`config.mk`:
```
export PLATFORM = sky130hd
export DESIGN_NAME = ocm_osc_ctrl
export DESIGN_NICKNAME = d
export VERILOG_FILES = /design/src/rtl/ocm_pkg.sv /design/src/rtl/ocm_osc_ready.sv /design/src/rtl/ocm_osc_ctrl.sv
export SDC_FILE = /design/constraint.sdc
export NUM_CORES = 1
export LEC_CHECK = 0
export BUFFER_PORTS_ARGS = -buffer_cell sky130_fd_sc_hd__buf_4
export CORE_MARGIN = 5
export CORE_UTILIZATION = 45
export DETAILED_ROUTE_END_ITERATION = 10
export PLACE_DENSITY = 0.71
export SKIP_LAST_GASP = 1
export SYNTH_ARGS = -nofsm -noshare
export SYNTH_HDL_FRONTEND = slang
export SYNTH_SLANG_ARGS = --single-unit
```
`constraint.sdc`:
```
create_clock -name sys_clk -period 3.1 [get_ports sys_clk]
set_clock_uncertainty 0.1 [all_clocks]
set_input_delay 0.155 -clock sys_clk [delete_from_list [all_inputs] [get_ports sys_clk]]
set_output_delay 0.155 -clock sys_clk [all_outputs]
set_load 0.01 [all_outputs]
```
`src/rtl/ocm_pkg.sv`:
```
// package: constants, types and decoders for the oscillator request block
package ocm_pkg;
    // register data width
    localparam int OCM_DATA_W = 8;
    // register offsets (word index on the plain register port)
    localparam logic [7:0] OCM_REQ_OFS  = 8'h00;
    localparam logic [7:0] OCM_FRQ_OFS  = 8'h01;
    localparam logic [7:0] OCM_STAT_OFS = 8'h02;
    // oscillator index order used on the vector ports
    localparam int OCM_NUM_OSC  = 5;
    localparam int OCM_OSC_EXT  = 0;
    localparam int OCM_OSC_FAST = 1;
    localparam int OCM_OSC_SLOW = 2;
    localparam int OCM_OSC_SEC  = 3;
    localparam int OCM_OSC_AUX  = 4;
    // bit positions in request and ready status registers
    localparam int OCM_EXT_BIT  = 7;
    localparam int OCM_FAST_BIT = 6;
    localparam int OCM_SLOW_BIT = 4;
    localparam int OCM_SEC_BIT  = 3;
    localparam int OCM_AUX_BIT  = 2;
    // implemented-bit masks
    localparam logic [7:0] OCM_REQ_MASK  = 8'hdc;
    localparam logic [7:0] OCM_FRQ_MASK  = 8'h0f;
    localparam logic [7:0] OCM_STAT_MASK = 8'hdc;
    // reset values, same for every reset type
    localparam logic [7:0] OCM_REQ_RST = 8'h00;
    localparam logic [3:0] OCM_FRQ_RST = 4'h6;
    // frequency codes
    localparam logic [3:0] OCM_FRQ_1M   = 4'h0;
    localparam logic [3:0] OCM_FRQ_2M   = 4'h1;
    localparam logic [3:0] OCM_FRQ_RSVD = 4'h2;
    localparam logic [3:0] OCM_FRQ_4M   = 4'h3;
    localparam logic [3:0] OCM_FRQ_8M   = 4'h4;
    localparam logic [3:0] OCM_FRQ_12M  = 4'h5;
    localparam logic [3:0] OCM_FRQ_16M  = 4'h6;
    // clock period and oscillator settle time
    localparam int OCM_CLK_NS     = 40;
    localparam int OCM_SETTLE_NS  = 1000;
    localparam int OCM_SETTLE_CYC =
        (OCM_SETTLE_NS + OCM_CLK_NS - 1) / OCM_CLK_NS;
    // ready tracker states
    typedef enum logic [1:0] {
        OCM_RDY_OFF    = 2'b00,
        OCM_RDY_SETTLE = 2'b01,
        OCM_RDY_ON     = 2'b10
    } ocm_rdy_state_t;

    // register bit of an oscillator index
    function automatic int ocm_bit_pos(input int idx);
        case (idx)
            OCM_OSC_EXT:  return OCM_EXT_BIT;
            OCM_OSC_FAST: return OCM_FAST_BIT;
            OCM_OSC_SLOW: return OCM_SLOW_BIT;
            OCM_OSC_SEC:  return OCM_SEC_BIT;
            default:      return OCM_AUX_BIT;
        endcase
    endfunction

    // nominal frequency in MHz, zero for the reserved code
    function automatic logic [5:0] ocm_freq_mhz(input logic [3:0] code);
        if (code[3]) begin
            return 6'h20;
        end else if (code == OCM_FRQ_1M) begin
            return 6'h01;
        end else if (code == OCM_FRQ_2M) begin
            return 6'h02;
        end else if (code == OCM_FRQ_RSVD) begin
            return 6'h00;
        end else if (code == OCM_FRQ_4M) begin
            return 6'h04;
        end else if (code == OCM_FRQ_8M) begin
            return 6'h08;
        end else if (code == OCM_FRQ_12M) begin
            return 6'h0c;
        end else if (code == OCM_FRQ_16M) begin
            return 6'h10;
        end else begin
            return 6'h20;
        end
    endfunction
endpackage

```
`src/rtl/ocm_osc_ready.sv`:
```
// module: per-oscillator ready tracker with running-pin synchroniser
`timescale 1ns/10ps
module ocm_osc_ready
    import ocm_pkg::*;
#(
    parameter int SETTLE_CYC = OCM_SETTLE_CYC
) (
    input  wire logic sys_clk,
    input  wire logic rst,
    input  wire logic enable,
    input  wire logic running_raw,
    output logic      ready
);
    localparam int CNT_W = $clog2(SETTLE_CYC + 1);

    // refuse a settle time the counter cannot serve
    if (SETTLE_CYC < 1 || SETTLE_CYC > 4096) begin : g_chk
        $error("ocm_osc_ready: SETTLE_CYC out of range");
    end

    // all state of the tracker
    typedef struct packed {
        logic           sync1;
        logic           sync2;
        ocm_rdy_state_t st;
        logic [CNT_W-1:0] cnt;
        logic           ready;
    } ocm_rdy_t;

    ocm_rdy_t cur;       // registered state
    ocm_rdy_t next_cur;  // next state

    // next state: wait for enable and running, settle, then report ready
    always_comb begin
        next_cur = cur;
        next_cur.sync1 = running_raw;
        next_cur.sync2 = cur.sync1;
        case (cur.st)
            OCM_RDY_OFF: begin
                if (enable && cur.sync2) begin
                    next_cur.st  = OCM_RDY_SETTLE;
                    next_cur.cnt = '0;
                end
            end
            OCM_RDY_SETTLE: begin
                if (!enable || !cur.sync2) begin
                    next_cur.st = OCM_RDY_OFF;
                end else if (cur.cnt == CNT_W'(SETTLE_CYC - 1)) begin
                    next_cur.st = OCM_RDY_ON;
                end else begin
                    next_cur.cnt = cur.cnt + CNT_W'(1);
                end
            end
            OCM_RDY_ON: begin
                if (!enable || !cur.sync2) begin
                    next_cur.st = OCM_RDY_OFF;
                end
            end
            default: begin
                next_cur.st = OCM_RDY_OFF;
            end
        endcase
        // ready only in the on state, cleared on the edge after enable drops
        next_cur.ready = (next_cur.st == OCM_RDY_ON);
    end

    // state register
    always_ff @(posedge sys_clk or posedge rst) begin
        if (rst) begin
            cur <= '{1'b0, 1'b0, OCM_RDY_OFF, '0, 1'b0};
        end else begin
            cur <= next_cur;
        end
    end

    assign ready = cur.ready;
endmodule

```
`src/rtl/ocm_osc_ctrl.sv`:
```
// module: oscillator manual requests, fast oscillator frequency, ready status
//
// Contract
// - fast request forces fast oscillator at chosen frequency
// - fast request clear: demand alone may enable it
// - slow request bit 4 forces slow oscillator
// - secondary request bit 3 forces secondary oscillator
// - secondary request clear: demand may still enable
// - aux request bit 2 forces aux oscillator
// - aux request clear: demand alone may enable it
// - unimplemented bits ignore writes, read zero
// - request bits read/write, reset to zero
// - frequency field bits 3:0, resets to 0110
// - frequency code selects nominal MHz
// - ready bit set only when oscillator ready
`timescale 1ns/10ps
module ocm_osc_ctrl
    import ocm_pkg::*;
#(
    parameter int ADDR_W     = 2,
    parameter int SETTLE_CYC = OCM_SETTLE_CYC
) (
    input  wire logic                   sys_clk,
    input  wire logic                   rst,
    input  wire logic [ADDR_W-1:0]      addr,
    input  wire logic [OCM_DATA_W-1:0]  wr_data,
    input  wire logic                   wr_en,
    input  wire logic                   rd_en,
    output logic      [OCM_DATA_W-1:0]  rd_data,
    input  wire logic [OCM_NUM_OSC-1:0] osc_demand,
    input  wire logic [OCM_NUM_OSC-1:0] osc_running,
    output logic      [OCM_NUM_OSC-1:0] osc_enable,
    output logic      [3:0]             fast_osc_freq_code,
    output logic      [5:0]             fast_osc_freq_mhz,
    output logic                        fast_osc_freq_reserved
);
    // the offsets must fit the address port
    if (ADDR_W < 2 || ADDR_W > 8) begin : g_chk
        $error("ocm_osc_ctrl: ADDR_W must be 2 to 8");
    end

    // all state of the block
    typedef struct packed {
        logic [7:0]             req;      // request register
        logic [3:0]             frq;      // frequency field
        logic [7:0]             rd_data;  // read answer
        logic [OCM_NUM_OSC-1:0] osc_en;   // oscillator enables
        logic [5:0]             mhz;      // nominal frequency
        logic                   rsvd;     // reserved code chosen
    } ocm_state_t;

    ocm_state_t cur;       // registered state
    ocm_state_t next_cur;  // next state

    logic [OCM_NUM_OSC-1:0] osc_ready;  // ready flags from trackers
    logic [7:0]             stat_word;  // ready flags at register bits

    // address match helper, used for every register
    function automatic logic hit(input logic [ADDR_W-1:0] a,
                                 input logic [7:0]        ofs);
        return a == ofs[ADDR_W-1:0];
    endfunction

    // one ready tracker per oscillator
    genvar gi;
    generate
        for (gi = 0; gi < OCM_NUM_OSC; gi++) begin : g_rdy
            ocm_osc_ready #(
                .SETTLE_CYC (SETTLE_CYC)
            ) u_rdy (
                .sys_clk     (sys_clk),
                .rst         (rst),
                .enable      (cur.osc_en[gi]),
                .running_raw (osc_running[gi]),
                .ready       (osc_ready[gi])
            );
        end
    endgenerate

    // place ready flags at their status bits, others zero
    always_comb begin
        stat_word = 8'h00;
        for (int i = 0; i < OCM_NUM_OSC; i++) begin
            stat_word[ocm_bit_pos(i)] = osc_ready[i];
        end
    end

    // next state: register writes, read answer, oscillator control
    always_comb begin
        next_cur = cur;
        // writes keep only implemented bits
        if (wr_en) begin
            if (hit(addr, OCM_REQ_OFS)) begin
                next_cur.req = wr_data & OCM_REQ_MASK;
            end else if (hit(addr, OCM_FRQ_OFS)) begin
                next_cur.frq = wr_data[3:0];
            end
        end
        // read answer stands one cycle, zero otherwise
        next_cur.rd_data = 8'h00;
        if (rd_en) begin
            if (hit(addr, OCM_REQ_OFS)) begin
                next_cur.rd_data = cur.req & OCM_REQ_MASK;
            end else if (hit(addr, OCM_FRQ_OFS)) begin
                next_cur.rd_data = {4'h0, cur.frq};
            end else if (hit(addr, OCM_STAT_OFS)) begin
                next_cur.rd_data = stat_word & OCM_STAT_MASK;
            end else begin
                // unmapped address reads zero
                next_cur.rd_data = 8'h00;
            end
        end
        // enable = manual request or another module's demand
        for (int i = 0; i < OCM_NUM_OSC; i++) begin
            next_cur.osc_en[i] =
                cur.req[ocm_bit_pos(i)] | osc_demand[i];
        end
        // fast oscillator frequency follows the field
        next_cur.mhz  = ocm_freq_mhz(cur.frq);
        next_cur.rsvd = (cur.frq == OCM_FRQ_RSVD);
    end

    // state register, same values for every reset type
    always_ff @(posedge sys_clk or posedge rst) begin
        if (rst) begin
            cur <= '{OCM_REQ_RST, OCM_FRQ_RST, 8'h00, '0,
                     6'h10, 1'b0};
        end else begin
            cur <= next_cur;
        end
    end

    // outputs straight from the state register
    assign rd_data                = cur.rd_data;
    assign osc_enable             = cur.osc_en;
    assign fast_osc_freq_code     = cur.frq;
    assign fast_osc_freq_mhz      = cur.mhz;
    assign fast_osc_freq_reserved = cur.rsvd;
endmodule

```
== Word level (Yosys, flattened, before mapping) ==
Index checks and enable logic that the tools add are counted.

* Bitwise logic cells: 6
* Reduce and logical (&&, ||, !) cells: 39
* Equal/unequal tests: 43
* $add $sub $neg: 5
* Multiplexer cells: 52

{| class="wikitable"
|+ Operators by type and width
! kind !! number
|-
| 2-to-1 mux 5 bit || 10
|-
| one-hot mux 5 bit (2 select lines) || 5
|-
| 2-to-1 mux 6 bit || 8
|-
| 2-to-1 mux 7 bit || 5
|-
| 2-to-1 mux 8 bit || 4
|-
| 2-to-1 mux 2 bit || 15
|-
| one-hot mux 2 bit (3 select lines) || 5
|-
| adder 5 x 1 -> 5 bit, second input constant || 5
|-
| == test 5 bit, second input constant || 5
|-
| == test 2 bit, second input constant || 11
|-
| != test 2 bit, second input constant || 10
|-
| AND reduction 4 bit || 5
|-
| == test 2 x 1 -> 1 bit, second input constant || 6
|-
| == test 4 x 3 -> 1 bit, second input constant || 3
|-
| zero test 2 bit || 6
|-
| zero test 1 bit || 10
|-
| != test 2 x 1 -> 1 bit, second input constant || 5
|-
| nonzero test 2 bit || 5
|-
| == test 4 x 2 -> 1 bit, second input constant || 2
|-
| logical AND 1 bit || 5
|-
| logical OR 1 bit || 5
|-
| bitwise OR 1 bit || 5
|-
| == test 4 x 1 -> 1 bit, second input constant || 1
|-
| zero test 4 bit || 1
|-
| other kinds (3) || 3
|}

* Output and inout port bits: 24
* Flip-flop bits (word level): 79
* Word-level logic and storage cells: 176
* Bits of input ports: 24

== Longest topological paths before layout ==
* Depth after elaboration: 9
* Mapped depth: 5
* Mapped depth without buffers: 5

== By module ==
From an unflattened synthesis, not the netlist that was laid out.

* Cells, all modules: 311
* Area, all modules: 3,632.2 sq um

{| class="wikitable"
|+ By module, submodules not included
! module !! area each (sq um) !! seq. area each (sq um) !! times used !! cells an instance
|-
| ocm_osc_ready || 473.0 || 250.2 || 5 || 42
|-
| ocm_osc_ctrl || 1,267.5 || 704.4 || 1 || 101
|}

== Worst setup path after synthesis ==
OpenSTA, ideal clock, no wires.

* Path kind: register -> register
* Start point: register g_rdy[3].u_rdy.cur[1] (netlist bit)
* End point: register g_rdy[3].u_rdy.cur[3] (netlist bit)
* Buffers on the path: 0
* Arrival: 1,291 ps
* Cell stages (with the launch flop): 6
* Slack: 1,644 ps
* Setup time: 65 ps
* Data required time: 2,935 ps
* Clock period less this slack: 1,456 ps
* Path through: dfrtp_1 > inv_1 > ha_1 > and4b_4 > or4_1 > nand2_1

* Word-level cells in the longest chain between the ends: 4
* Elaborated cells between the ends (all ways): 7
* Those cells by class: 1 x add/sub; 2 x eq/ne; 3 x mux; 1 x reduce/logical

{| class="wikitable"
|+ Ends and longest elaborated chain
! element !! RTL line !! source
|-
| from (decl) || ocm_osc_ready.sv:30 || <nowiki>ocm_rdy_t cur;</nowiki>
|-
| from (signal assigned) || ocm_osc_ready.sv:70 || <nowiki>cur <= '{1'b0, 1'b0, OCM_RDY_OFF, '0, 1'b0};</nowiki>
|-
| from (signal assigned) || ocm_osc_ready.sv:72 || <nowiki>cur <= next_cur;</nowiki>
|-
| adder 5 x 1 -> 5 bit || ocm_osc_ready.sv:51 || <nowiki>next_cur.cnt = cur.cnt + CNT_W'(1);</nowiki>
|-
| 2-to-1 mux 5 bit || ocm_osc_ready.sv:48 || <nowiki>end else if (cur.cnt == CNT_W'(SETTLE_CYC - 1)) begin</nowiki>
|-
| 2-to-1 mux 5 bit || ocm_osc_ready.sv:46 || <nowiki>if (!enable || !cur.sync2) begin</nowiki>
|-
| one-hot mux 5 bit (2 select lines) || ocm_osc_ready.sv:38 || <nowiki>case (cur.st)</nowiki>
|}

Several ways; a longest one is shown, not always the timed one. The select of a mux whose other input is x is not followed.
A chain may end at the register's enable or synchronous reset.

== Worst setup path in the final report ==
* Start point: register g_rdy[2].u_rdy.cur[1] (netlist bit)
* End point: register g_rdy[2].u_rdy.cur[3] (netlist bit)

* Word-level cells in the longest chain between the ends: 4
* Elaborated cells between the ends (all ways): 7
* Those cells by class: 1 x add/sub; 2 x eq/ne; 3 x mux; 1 x reduce/logical

{| class="wikitable"
|+ Ends and longest elaborated chain
! element !! RTL line
|-
| from (decl) || ocm_osc_ready.sv:30
|-
| from (signal assigned) || ocm_osc_ready.sv:70
|-
| from (signal assigned) || ocm_osc_ready.sv:72
|-
| adder 5 x 1 -> 5 bit || ocm_osc_ready.sv:51
|-
| 2-to-1 mux 5 bit || ocm_osc_ready.sv:48
|-
| 2-to-1 mux 5 bit || ocm_osc_ready.sv:46
|-
| one-hot mux 5 bit (2 select lines) || ocm_osc_ready.sv:38
|}

Several ways; a longest one is shown, not always the timed one. The select of a mux whose other input is x is not followed.

==> run metrics <==
status finished, final reports clean; clock slew at reported path FFs 0.07 ns; Root Driver clkbuf_8; clock sink count 78; switching share of total power 25.4%; post-route ant nets 0; reg2reg setup slack 1.56 ns; Pwr Density 570 nW/um2; endpoint class of the critical path flop; cell taking the most area after synthesis dfrtp_1; CP Cell Sequence inv_1 > ha_1 > and4b_1 > or2_1 > o31ai_1; dominant synthesized flop cell dfrtp_1; mapped cell area about 3500 um2; final slew viol count 0; detailed-route wire length per cell 13.7 um; post-route clock period utilization 49.8%; Yosys reg bits 78; PortBufs 45; Worst EP required 3.25 ns; CP max stage cell dfrtp_1; Power Total 0.00241 W; RSZ-0062 raised after global routing false; Starting Density 45.8%; Via density 5.01; Min-Delay Endpoint rd_data[4]; combinational share of power 14.6%; FF+latch area 1960 um2; worst r2r src g_rdy[2].u_rdy.cur[1]; total grt overflow 0; # nets final between 300 and 400; setup_tns 0 ns; Layout area overhead 19.9%; initial DRC count between 70 and 80; initial antenna violation count 0; Final setup viols 0; r2r endpoint g_rdy[2].u_rdy.cur[3]; total wire length 6250 um; dpl cell area 3810 um2; CTS buffer count 9; min cycle time layout approximately 1.5 ns; first-pass GRT wire length 11,000 um; cell leakage power 2.00 nW; multi-input logic area between 1000 and 1500 um2; CP arrival 1.69 ns; CP max FO 3; Resized cells post-CTS 0; Die Wd 98.5 um; I/O pin count 48; die height approximately 100 um; Final HPWL DP 4460 um; part of the power in registers 50.3%; WHS 0.0987 ns; Net Count, Synth between 300 and 400; Worst Hold Depth 3; Max IR drop VDD between 0.0004 and 0.0005 V; number of global-route vias before repair 2,367; Post-synth EDFFs 0; Post-Synthesis Cells 301; clock share of power 35.1%; Avg Synthesized Cell Area 11.7 um2; layout cell share with drive strength beyond 1 24.2%; R2R depth 5; area of the core 7690 um2; sw power roughly 0.00061 W; DRT Pass-1 Iters 4; startpoint types flop; asr flop ratio synth 100%; post-synthesis sequential area ratio 55.5%; H-tree depth 3; CP peak stage delay 0.38 ns; CTS tree done; Final GP Congestion about 0.75; worst hold path class in2reg; Pint ~0.0018 W; Vias 2,291; gr usage total 14.1%; Max Clock Freq 648 MHz; Ant. Diodes 0; cell area after layout 4220 um2; Die ar. 9700 um2; Commonest cells post-synth dfrtp_1, buf_4, inv_1; distinct cell type count after synthesis 50; fillers 679; number of max-cap violations 0; Core Rows 32; largest net degree at the start of global routing 40; WS Path Type reg2reg; yosys warns 0; Synth area leaders dfrtp_1, buf_4, ha_1; Fin. Hold Viols 0; Longest Clk Path Bufs 2; count leader, synth dfrtp_1; share of Yosys cell area claimed by the top area cell type 53.3%; hold path start addr[1]; drc violations 0; worst skew pair latency roughly 0.34 ns
-- layout by cell type, fill, tap and decap left out, types with 5 or more instances in the layout --
cell type      netlist  final
or2_2                5      5
mux2_2               5      5
a21oi_1             11     11
buf_4               24     47
nor2_1               6      6
nand2b_1             8      8
ha_1                10     10
mux2_1               5      5
nand2_1             17     17
clkbuf_8             0     11
mux2i_1             12     12
nand3_1             18     18
inv_1               22     21
dfrtp_1             75     75
dlygate4sd3_1        0     19
o21ai_0             11     11
-- power by group through the flow --
stage,clock network [W],registers [W],logic (W)
6_report,0.000844,0.00121,0.000351
5_1_grt,0.000910,0.00123,0.000404
4_1_cts,0.000871,0.00121,0.000359
3_5_place_dp,0,0.00123,0.000339
3_3_place_gp,0,0.00123,0.000326
2_1_floorplan,0,0.00119,0.000278
-- final cells by class --
type | instances | area share, %
sequential | 78 | 46.3
multi-input combinational | 172 | 30.4
timing repair buffer | 66 | 12.9
clock buffer | 12 | 3.67
tap | 102 | 3.02
inverter | 23 | 2.04
clock inverter | 4 | 1.66
-- per-layer routing --
metal  share of wire, %  vias to the layer above  global-route usage [%]
li1                   -                     1126                       -
met1                 45                     1113                    17.6
met2                 48                       45                    22.6
met3                5.2                        7                    5.52
met4                1.2                        0                    4.31
met5                  0                        -                       0
-- sequential cells by signal, indices dropped and copies added, names as in the netlist --
signal	count
cur	5
fast_osc_freq_code	4
fast_osc_freq_mhz	6
fast_osc_freq_reserved	1
g_rdy.u_rdy.cur	45
g_rdy.u_rdy.ready	5
osc_enable	5
rd_data	7
-- what timing repair did --
| item | 4_1_cts | 5_1_grt |
|---|---|---|
| setup endpoints to repair | 0 | 0 |
| hold endpoints to repair | 36 | 0 |
| setup buffers | 0 | 0 |
| hold buffers | 19 | 0 |
-- cell families after synthesis --
group / share of synthesized area (%)
mux: 6.61
xor+xnor: 0.249
fa+ha+maj: 3.55
compound gates: 8.06
simple gates: 17.9
other cells: 0.106
buf+inv: 8.03
flops: 55.5
-- stage by stage --
stage | utilization [%] | instances | worst slack, ns
2_1_floorplan | - | 301 | 0.855
3_3_place_gp | 49.5 | 422 | 1.58
3_5_place_dp | 49.5 | 422 | 1.58
4_1_cts | 54.9 | 457 | 1.56
5_1_grt | 54.9 | 457 | 1.46
6_report | 54.9 | 457 | 1.56
-- worst max path at each step --
stage / cells after the start / slack [ns] / from / to
finish: 5 / 1.56 / g_rdy[2].u_rdy.cur[1] / g_rdy[2].u_rdy.cur[3]
global route: 5 / 1.46 / g_rdy[2].u_rdy.cur[1] / g_rdy[2].u_rdy.cur[3]
CTS: 5 / 1.56 / g_rdy[3].u_rdy.cur[1] / g_rdy[3].u_rdy.cur[3]
detailed placement: 5 / 1.58 / g_rdy[2].u_rdy.cur[1] / g_rdy[2].u_rdy.cur[3]
global placement: 5 / 1.58 / g_rdy[3].u_rdy.cur[1] / g_rdy[3].u_rdy.cur[3]
floorplan: 1 / 0.85 / rst / cur[26]
-- critical path: cells and delay by family (launching register included) --
| kind | cells | cell delay, ns |
|---|---|---|
| and+or+nand+nor | 2 | 0.47 |
| DFF | 1 | 0.38 |
| adders and majority gates | 1 | 0.19 |
| buffers and inverters | 1 | 0.08 |
| AOI/OAI and AO/OA | 1 | 0.23 |
Note: power is estimated with default switching activity, not from simulation.
